===== src/logic/wdt_params.svh =====
// Constants for the watchdog control and status block
`ifndef WDT_PARAMS_SVH
`define WDT_PARAMS_SVH

// =====================================================================
// Register map
`define WDT_ADDR_W 2
`define WDT_CTRL_OFFSET 2'h0
`define WDT_RSTSRC_OFFSET 2'h1

// =====================================================================
// Control register field positions
`define WDT_BIT_IRQ_FLAG 7
`define WDT_BIT_IRQ_ENABLE 6
`define WDT_BIT_PRESC_HI 5
`define WDT_BIT_CHANGE_EN 4
`define WDT_BIT_RESET_EN 3
`define WDT_PRESC_LO_MSB 2

// Reset source register field position
`define WDT_BIT_WDOG_RESET_FLAG 3

// =====================================================================
// Reset values
`define WDT_PRESC_RESET 4'h0
`define WDT_COUNT_RESET 20'h00000

// =====================================================================
// Timing
`define WDT_CLK_PERIOD_PS 5000
`define WDT_OSC_PERIOD_PS 7812500
`define WDT_OSC_DIV (`WDT_OSC_PERIOD_PS / `WDT_CLK_PERIOD_PS)
`define WDT_CHANGE_WINDOW_CYCLES 3'h4
`define WDT_BASE_TERMINAL 21'h000800
`define WDT_PRESC_MAX 4'h9

`endif


===== src/logic/wdt_pkg.sv =====
// Types shared by the watchdog control and status block
package wdt_pkg;

   // ==================================================================
   // Register port request
   typedef struct packed {
      logic [1:0] addr;
      logic [7:0] wdata;
      logic wr;
      logic rd;
   } wdt_bus_req_t;

   // ==================================================================
   // Operating mode from the enable pair
   typedef enum logic [1:0] {
      MODE_STOPPED,
      MODE_IRQ,
      MODE_RESET,
      MODE_IRQ_THEN_RESET
   } wdt_mode_t;

   // ==================================================================
   // Outputs towards the processor core
   typedef struct packed {
      logic irq_request;
      logic chip_reset_pulse;
      logic watchdog_running;
   } wdt_core_out_t;

endpackage


===== src/logic/watchdog_control_status.sv =====
// Watchdog control and status: register, timed changes, counter
`timescale 1ns/1ps
`default_nettype none
`include "wdt_params.svh"

module watchdog_control_status
#(
   parameter int unsigned OSC_DIV = `WDT_OSC_DIV
)
(
   input wire logic ref_clk,
   input wire logic reset_n,
   input wire wdt_pkg::wdt_bus_req_t bus_req,
   output logic [7:0] rdata,
   input wire logic safety_level_fuse,
   input wire logic global_irq_enable,
   input wire logic irq_vector_taken,
   input wire logic kick_instruction,
   output wdt_pkg::wdt_core_out_t core_out
);

   // ==================================================================
   // Prescaler decode
   function automatic logic [19:0] terminal_count(input logic [3:0] sel);
      logic [3:0] code;
      logic [20:0] full;
      code = (sel > `WDT_PRESC_MAX) ? `WDT_PRESC_MAX : sel;
      full = (`WDT_BASE_TERMINAL << code) - 21'h000001;
      return full[19:0];
   endfunction

   // ==================================================================
   // Register select decode
   function automatic logic reg_hit(input logic [1:0] addr,
      input logic [1:0] offset);
      return addr == offset;
   endfunction

   // ==================================================================
   // State
   logic timeout_irq_flag;
   logic timeout_irq_enable;
   logic reset_enable_stored;
   logic [3:0] prescale_select;
   logic watchdog_reset_flag;
   logic safety_level_two;
   logic fuse_taken;
   logic [19:0] wdog_count;
   logic change_enable;
   logic osc_tick;

   logic next_timeout_irq_flag;
   logic next_timeout_irq_enable;
   logic next_reset_enable;
   logic [3:0] next_prescale_select;
   logic next_watchdog_reset_flag;
   logic [19:0] next_wdog_count;
   logic [7:0] next_rdata;

   wdt_pkg::wdt_mode_t mode;
   logic irq_timeout;
   logic reset_timeout;
   logic running;
   logic irq_request;
   logic chip_reset_pulse;
   logic watchdog_running;
   logic next_irq_request;
   logic next_chip_reset_pulse;
   logic next_watchdog_running;

   // ==================================================================
   // Oscillator tick and change window
   wdt_osc_tick #(
      .OSC_DIV(OSC_DIV)
   ) u_osc_tick (
      .ref_clk(ref_clk),
      .reset_n(reset_n),
      .osc_tick(osc_tick)
   );

   // ==================================================================
   // Bus decode
   wire ctrl_sel = reg_hit(bus_req.addr, `WDT_CTRL_OFFSET);
   wire rstsrc_sel = reg_hit(bus_req.addr, `WDT_RSTSRC_OFFSET);
   wire ctrl_wr = bus_req.wr && ctrl_sel;
   wire rstsrc_wr = bus_req.wr && rstsrc_sel;
   wire ctrl_rd = bus_req.rd && ctrl_sel;
   wire rstsrc_rd = bus_req.rd && rstsrc_sel;

   wire wr_flag_bit = bus_req.wdata[`WDT_BIT_IRQ_FLAG];
   wire wr_irq_enable = bus_req.wdata[`WDT_BIT_IRQ_ENABLE];
   wire wr_change_enable = bus_req.wdata[`WDT_BIT_CHANGE_EN];
   wire wr_reset_enable = bus_req.wdata[`WDT_BIT_RESET_EN];
   wire [3:0] wr_prescale = {bus_req.wdata[`WDT_BIT_PRESC_HI],
      bus_req.wdata[`WDT_PRESC_LO_MSB:0]};
   wire wr_rstsrc_flag = bus_req.wdata[`WDT_BIT_WDOG_RESET_FLAG];

   wire window_open_req = ctrl_wr && wr_change_enable;
   wire window_close_req = ctrl_wr && !wr_change_enable;

   wdt_change_window u_change_window (
      .ref_clk(ref_clk),
      .reset_n(reset_n),
      .open_req(window_open_req),
      .close_req(window_close_req),
      .window_open(change_enable)
   );

   // ==================================================================
   // Safety level strap, caught once after reset release
   always_ff @(posedge ref_clk or negedge reset_n)
   begin
      if (!reset_n)
         fuse_taken <= 1'b0;
      else
         fuse_taken <= 1'b1;
   end

   always_ff @(posedge ref_clk or negedge reset_n)
   begin
      if (!reset_n)
         safety_level_two <= 1'b0;
      else if (!fuse_taken)
         safety_level_two <= safety_level_fuse;
   end

   // ==================================================================
   // Mode decode
   wire reset_enable = reset_enable_stored || safety_level_two;

   always_comb
   begin
      unique case ({reset_enable, timeout_irq_enable})
         2'b00: mode = wdt_pkg::MODE_STOPPED;
         2'b01: mode = wdt_pkg::MODE_IRQ;
         2'b10: mode = wdt_pkg::MODE_RESET;
         2'b11: mode = wdt_pkg::MODE_IRQ_THEN_RESET;
      endcase
   end

   wire expiry = running && osc_tick &&
      (wdog_count == terminal_count(prescale_select));

   always_comb
   begin
      running = 1'b1;
      irq_timeout = 1'b0;
      reset_timeout = 1'b0;
      unique case (mode)
         wdt_pkg::MODE_STOPPED:
            running = 1'b0;
         wdt_pkg::MODE_IRQ:
            irq_timeout = expiry;
         wdt_pkg::MODE_RESET:
            reset_timeout = expiry;
         wdt_pkg::MODE_IRQ_THEN_RESET:
            irq_timeout = expiry;
      endcase
   end

   // ==================================================================
   // Next values of the control fields
   // Flag: hardware set wins over either clear
   assign next_timeout_irq_flag = irq_timeout ||
      (timeout_irq_flag && !irq_vector_taken &&
      !(ctrl_wr && wr_flag_bit));

   // Interrupt enable: a write in the timeout cycle wins
   assign next_timeout_irq_enable = ctrl_wr ? wr_irq_enable :
      (timeout_irq_enable && !(irq_timeout && reset_enable));

   // Reset enable: set freely, cleared only in the window
   wire wr_reset_value = wr_reset_enable ||
      (reset_enable_stored && !change_enable);
   assign next_reset_enable = watchdog_reset_flag ||
      safety_level_two ||
      (ctrl_wr ? wr_reset_value : reset_enable_stored);

   assign next_prescale_select = (ctrl_wr && change_enable) ?
      wr_prescale : prescale_select;

   // Reset flag: set wins over a write of zero
   assign next_watchdog_reset_flag = reset_timeout ||
      (watchdog_reset_flag && !(rstsrc_wr && !wr_rstsrc_flag));

   // ==================================================================
   // Counter: oscillator ticks, cleared by kick, disable or expiry
   wire count_clear = !running || kick_instruction || expiry;
   assign next_wdog_count = count_clear ? `WDT_COUNT_RESET :
      (osc_tick ? wdog_count + 20'h00001 : wdog_count);

   // ==================================================================
   // Read data
   wire [7:0] ctrl_view = {timeout_irq_flag, timeout_irq_enable,
      prescale_select[3], change_enable, reset_enable,
      prescale_select[2:0]};
   wire [7:0] rstsrc_view = {4'h0, watchdog_reset_flag, 3'h0};
   assign next_rdata = ctrl_rd ? ctrl_view :
      (rstsrc_rd ? rstsrc_view : 8'h00);

   // ==================================================================
   // Next values of the outputs towards the core
   // Request follows flag, enable and global enable
   assign next_irq_request = timeout_irq_flag &&
      timeout_irq_enable && global_irq_enable;
   // One-cycle pulse on a reset-mode expiry
   assign next_chip_reset_pulse = reset_timeout;
   // Running whenever the mode is not stopped
   assign next_watchdog_running = running;

   // ==================================================================
   // Timeout interrupt flag
   always_ff @(posedge ref_clk or negedge reset_n)
   begin
      if (!reset_n)
         timeout_irq_flag <= 1'b0;
      else
         timeout_irq_flag <= next_timeout_irq_flag;
   end

   // ==================================================================
   // Timeout interrupt enable
   always_ff @(posedge ref_clk or negedge reset_n)
   begin
      if (!reset_n)
         timeout_irq_enable <= 1'b0;
      else
         timeout_irq_enable <= next_timeout_irq_enable;
   end

   // ==================================================================
   // Stored reset enable
   always_ff @(posedge ref_clk or negedge reset_n)
   begin
      if (!reset_n)
         reset_enable_stored <= 1'b0;
      else
         reset_enable_stored <= next_reset_enable;
   end

   // ==================================================================
   // Prescaler select
   always_ff @(posedge ref_clk or negedge reset_n)
   begin
      if (!reset_n)
         prescale_select <= `WDT_PRESC_RESET;
      else
         prescale_select <= next_prescale_select;
   end

   // ==================================================================
   // Watchdog reset flag
   always_ff @(posedge ref_clk or negedge reset_n)
   begin
      if (!reset_n)
         watchdog_reset_flag <= 1'b0;
      else
         watchdog_reset_flag <= next_watchdog_reset_flag;
   end

   // ==================================================================
   // Watchdog counter
   always_ff @(posedge ref_clk or negedge reset_n)
   begin
      if (!reset_n)
         wdog_count <= `WDT_COUNT_RESET;
      else
         wdog_count <= next_wdog_count;
   end

   // ==================================================================
   // Read data
   always_ff @(posedge ref_clk or negedge reset_n)
   begin
      if (!reset_n)
         rdata <= 8'h00;
      else
         rdata <= next_rdata;
   end

   // ==================================================================
   // Interrupt request
   always_ff @(posedge ref_clk or negedge reset_n)
   begin
      if (!reset_n)
         irq_request <= 1'b0;
      else
         irq_request <= next_irq_request;
   end

   // ==================================================================
   // Chip reset pulse
   always_ff @(posedge ref_clk or negedge reset_n)
   begin
      if (!reset_n)
         chip_reset_pulse <= 1'b0;
      else
         chip_reset_pulse <= next_chip_reset_pulse;
   end

   // ==================================================================
   // Running indication
   always_ff @(posedge ref_clk or negedge reset_n)
   begin
      if (!reset_n)
         watchdog_running <= 1'b0;
      else
         watchdog_running <= next_watchdog_running;
   end

   // ==================================================================
   // Outputs towards the core
   assign core_out = {
      irq_request,
      chip_reset_pulse,
      watchdog_running
   };

endmodule
`default_nettype wire


===== src/logic/wdt_osc_tick.sv =====
// Watchdog oscillator tick derived from the system clock
`timescale 1ns/1ps
`default_nettype none
`include "wdt_params.svh"

module wdt_osc_tick
#(
   parameter int unsigned OSC_DIV = `WDT_OSC_DIV
)
(
   input wire logic ref_clk,
   input wire logic reset_n,
   output logic osc_tick
);

   localparam logic [15:0] DIV_LAST = 16'(OSC_DIV - 1);

   logic [15:0] div_count;
   wire div_wrap = (div_count == DIV_LAST);

   // ==================================================================
   // Divider
   always_ff @(posedge ref_clk or negedge reset_n)
   begin
      if (!reset_n)
      begin
         div_count <= 16'h0000;
         osc_tick <= 1'b0;
      end
      else
      begin
         div_count <= div_wrap ? 16'h0000 : div_count + 16'h0001;
         osc_tick <= div_wrap;
      end
   end

endmodule
`default_nettype wire


===== src/logic/wdt_change_window.sv =====
// Timed window opened by the change enable bit
`timescale 1ns/1ps
`default_nettype none
`include "wdt_params.svh"

module wdt_change_window
(
   input wire logic ref_clk,
   input wire logic reset_n,
   input wire logic open_req,
   input wire logic close_req,
   output logic window_open
);

   logic [2:0] remaining;

   // ==================================================================
   // Countdown
   always_ff @(posedge ref_clk or negedge reset_n)
   begin
      if (!reset_n)
         remaining <= 3'h0;
      else if (open_req)
         remaining <= `WDT_CHANGE_WINDOW_CYCLES;
      else if (close_req)
         remaining <= 3'h0;
      else if (remaining != 3'h0)
         remaining <= remaining - 3'h1;
   end

   assign window_open = (remaining != 3'h0);

endmodule
`default_nettype wire


===== config.mk =====
export PLATFORM = sky130hd
export DESIGN_NAME = watchdog_control_status
export DESIGN_NICKNAME = d
export VERILOG_FILES = /design/src/logic/wdt_pkg.sv /design/src/logic/watchdog_control_status.sv /design/src/logic/wdt_osc_tick.sv /design/src/logic/wdt_change_window.sv
export VERILOG_INCLUDE_DIRS = /design/src /design/src/logic
export SDC_FILE = /design/constraint.sdc
export NUM_CORES = 1
export LEC_CHECK = 0
export CORE_UTILIZATION = 35
export CTS_CLUSTER_DIAMETER = 50
export CTS_CLUSTER_SIZE = 10
export DETAILED_ROUTE_END_ITERATION = 16
export DONT_BUFFER_PORTS = 1
export PLACE_DENSITY_LB_ADDON = 0.08
export SLEW_MARGIN = 20
export SYNTH_ARGS = -nofsm -noshare
export SYNTH_HDL_FRONTEND = slang
export SYNTH_SLANG_ARGS = --single-unit

===== constraint.sdc =====
create_clock -name ref_clk -period 3.2 [get_ports ref_clk]
set_input_delay 0.32 -clock ref_clk [delete_from_list [all_inputs] [get_ports ref_clk]]
set_output_delay 0.32 -clock ref_clk [all_outputs]
set_load 0.05 [all_outputs]

==> run_results.csv <==
group,metric,value,unit
critical_path,reg2reg_slack,170,ps
critical_path,worst_path_largest_cell_delay,670,ps
finish,fin_nets,331,
power_and_ir_drop,powerDensity,610,nW/um^2
floorplan,die_w,96.4,um
critical_path,crit_family,"simple AND/OR/NAND/NOR gates",
yosys,postSynthCellCount,300,
critical_path,worstSetupEndpointType,"flip-flop",
min_path,hold_path.class,"primary input to flip-flop",
critical_path,arrival,3320,ps
drt,vias,2110,
global_route,grt_usage,0.153,
critical_path,path_depth,7,
clocking,cts-root-buf,"clkbuf_8",
flow_run,timing.max_cap.violations,0,
clocking,clkTransAtPathRegs,70,ps
critical_path,path_buf_inv,0,
sta,setup_viol_count_final,0,
critical_path,reg2reg_from,"prescale_select[2]$_DFFE_PN0P_",
sta,maxSlewViolCount,0,
power_and_ir_drop,irDropWorstVdd,0.229,mV
floorplan,rows,34,
drt,drc,0,
critical_path,cp-start-kind,"flip-flop",
sta,period_share,0.947,
critical_path,path_class,"flip-flop to flip-flop",
floorplan,die_area,9300,um^2
outcome,status,"complete, no violations",
floorplan,floorplan.initialDensity,0.360,
finish,fin_cells,420,
sta,fin_setup_tns,0,ps
drt,drt_iter0_drc,84,
finish,final_common_cell,"dfrtp_1",
sta,hold_slack,35.0,ps
sta,rsz0062_at_grt,"no",
sta,fin_worst_skew,12.4,ps
clocking,clkLatencyLatePin,350,ps
drt,wl_per_cell,15.0,um
floorplan,die_h,96.4,um
critical_path,cpMostUsedCell,"a211oi_2",
sta,tightest_slew,995,ps
placement,gp_congestion,0.768,
yosys,synth_edf_count,0,
critical_path,crit_path_cell_trace,"or4b_2 > ha_1 > or4b_4 > a211oi_2 > a211oi_2 > nor4_1 > a22o_1",
clocking,clockBufferDepth,2,
drt,antenna_left,0,
yosys,yosysSeqAreaShare,0.489,
drt,viasPerCell,5.02,
finish,drive_above_1_share,0.157,
finish,mostFrequentLayoutCells,"61 x dfrtp_1, 30 x nor2_1, 24 x nand2_1",
finish,antenna_cells,0,
drt,finalWirelength,6320,um
finish,utilization,0.403,
critical_path,slowest_stage,"or4b_2",
critical_path,cp.required,3490,ps
critical_path,reg2regPathDepth,7,
yosys,syn_nets,324,
min_path,hold-path-endpoint,"rdata[5]$_DFF_PN0_",
global_route,grt_max_degree,62,
floorplan,core_area,8680,um^2
yosys,synth_area,3120,um^2
placement,dpl.cell_count,402,
yosys,avgSynthCellArea,10.4,um^2
power_and_ir_drop,cellLeakagePower,1.49,nW
floorplan,pin_count,29,
drt,drtPass1Iterations,4,
finish,fill_cells,881,
placement,hpwl,4320,um
global_route,grt_pass1_vias,2050,
clocking,clock_sinks,61,
critical_path,r2r_end,"watchdog_reset_flag$_DFF_PN0_",
min_path,hold_depth,1,
min_path,worstHoldStart,"bus_req[10]",
clocking,h-tree-depth,3,
finish,area_growth,12.0,%
yosys,synth_cell_types,53,
placement,io_buffers,0,
clocking,numCtsBuffers,9,
critical_path,cp_max_fo,10,
sta,hold_violations,0,
yosys,ys_async_sr_fraction,1.00,
clocking,post_cts_resized,0,
global_route,grt_pass1_wl,10500,um
global_route,antenna_found_initial,0,
sta,fin_crit,3030,ps
clocking,cts_tree,"built",
yosys,yosysWarnings,0,
sta,max_freq,330,MHz
sta,slew_headroom,0.336,
yosys,ys_ff_latch,61,
global_route,overflow,0,
yosys,ys.flop_type,"dfrtp_1",
==> cell families after synthesis <==
family	Yosys count	share of synthesized area
and+or+nand+nor	137	0.252
DFF	61	0.489
xor gates and xnor gates	37	0.106
AOI/OAI and AO/OA	25	0.0617
buffers and inverters	25	0.0381
muxes	8	0.0277
adders and majority gates	6	0.0240
other	1	0.00120
==> cell usage after synthesis, drive strengths merged (2+ instances only) <==
| master | instances | area share |
|---|---|---|
| ha | 6 | 0.024 |
| nor4 | 6 | 0.019 |
| buf | 9 | 0.019 |
| nand2b | 4 | 0.0080 |
| nor2 | 30 | 0.036 |
| and2 | 8 | 0.016 |
| a21oi | 4 | 0.0064 |
| or3 | 2 | 0.0040 |
| clkbuf | 5 | 0.0060 |
| nor3b | 2 | 0.0064 |
| nor3 | 22 | 0.051 |
| and3 | 3 | 0.0060 |
| nand4 | 8 | 0.018 |
| or4b | 2 | 0.0076 |
| o211ai | 2 | 0.0048 |
| or2 | 2 | 0.0040 |
| nand2 | 24 | 0.029 |
| mux2 | 5 | 0.018 |
| o21ai | 2 | 0.0032 |
| xnor2 | 15 | 0.044 |
| a211oi | 8 | 0.022 |
| inv | 11 | 0.013 |
| or4 | 2 | 0.0060 |
| mux2i | 3 | 0.0096 |
| nand3 | 17 | 0.027 |
| xor2 | 22 | 0.062 |
| dfrtp | 61 | 0.49 |
==> repair_timing <==
action / CTS / global route
hold buffers: 2 / 0
setup buffers: 0 / 0
hold endpoints to repair: 61 / 0
==> routing by layer <==
metal | vias up | global-route usage | wire length (um)
met5 | - | 0 | 0
met4 | 0 | 0.0735 | 121
met3 | 12 | 0.0430 | 274
met2 | 37 | 0.239 | 2870
met1 | 1016 | 0.196 | 3050
li1 | 1045 | - | -
==> cell type report <==
cell class	instances	area (um^2)	share of cell area
clock buffer	12	135	0.0386
clock inverter	4	72.6	0.0208
inverter	11	41.3	0.0118
multi-input combinational	214	1480	0.422
sequential	61	1530	0.436
tap	108	135	0.0386
timing repair buffer	10	110	0.0315
==> per-stage QoR <==
| step | power [mW] | worst slack (ps) | cell area (um^2) |
|---|---|---|---|
| finish | 2.13 | 170 | 3500 |
| global route | 2.26 | 54.9 | 3500 |
| CTS | 2.16 | 149 | 3500 |
| detailed placement | 1.38 | 177 | 3250 |
| global placement | 1.38 | 223 | 3250 |
| floorplan | 1.26 | 139 | 3120 |
==> flip-flops by register name, summed over array words and instances (netlist names) <==
register                   cells
safety_level_two               1
u_osc_tick.div_count          16
chip_reset_pulse               1
watchdog_reset_flag            1
u_change_window.remaining      3
timeout_irq_enable             1
fuse_taken                     1
timeout_irq_flag               1
prescale_select                4
wdog_count                    20
irq_request                    1
reset_enable_stored            1
rdata                          8
watchdog_running               1
u_osc_tick.osc_tick            1
==> worst max path at each step <==
stage	start	end	slack, ps
floorplan	prescale_select[3]$_DFFE_PN0P_	wdog_count[14]$_DFFE_PN0P_	140
global placement	prescale_select[3]$_DFFE_PN0P_	watchdog_reset_flag$_DFF_PN0_	220
detailed placement	prescale_select[2]$_DFFE_PN0P_	watchdog_reset_flag$_DFF_PN0_	180
CTS	prescale_select[2]$_DFFE_PN0P_	watchdog_reset_flag$_DFF_PN0_	150
global route	prescale_select[2]$_DFFE_PN0P_	chip_reset_pulse$_DFF_PN0_	50
finish	prescale_select[2]$_DFFE_PN0P_	watchdog_reset_flag$_DFF_PN0_	170
==> power by group <==
group          leakage [nW]  switching, mW  internal (mW)
logic                 0.587          0.255          0.223
clock network         0.101          0.309          0.438
registers             0.805         0.0799          0.825
total                  1.49          0.645           1.49
Power figures use the tool's default switching activity.
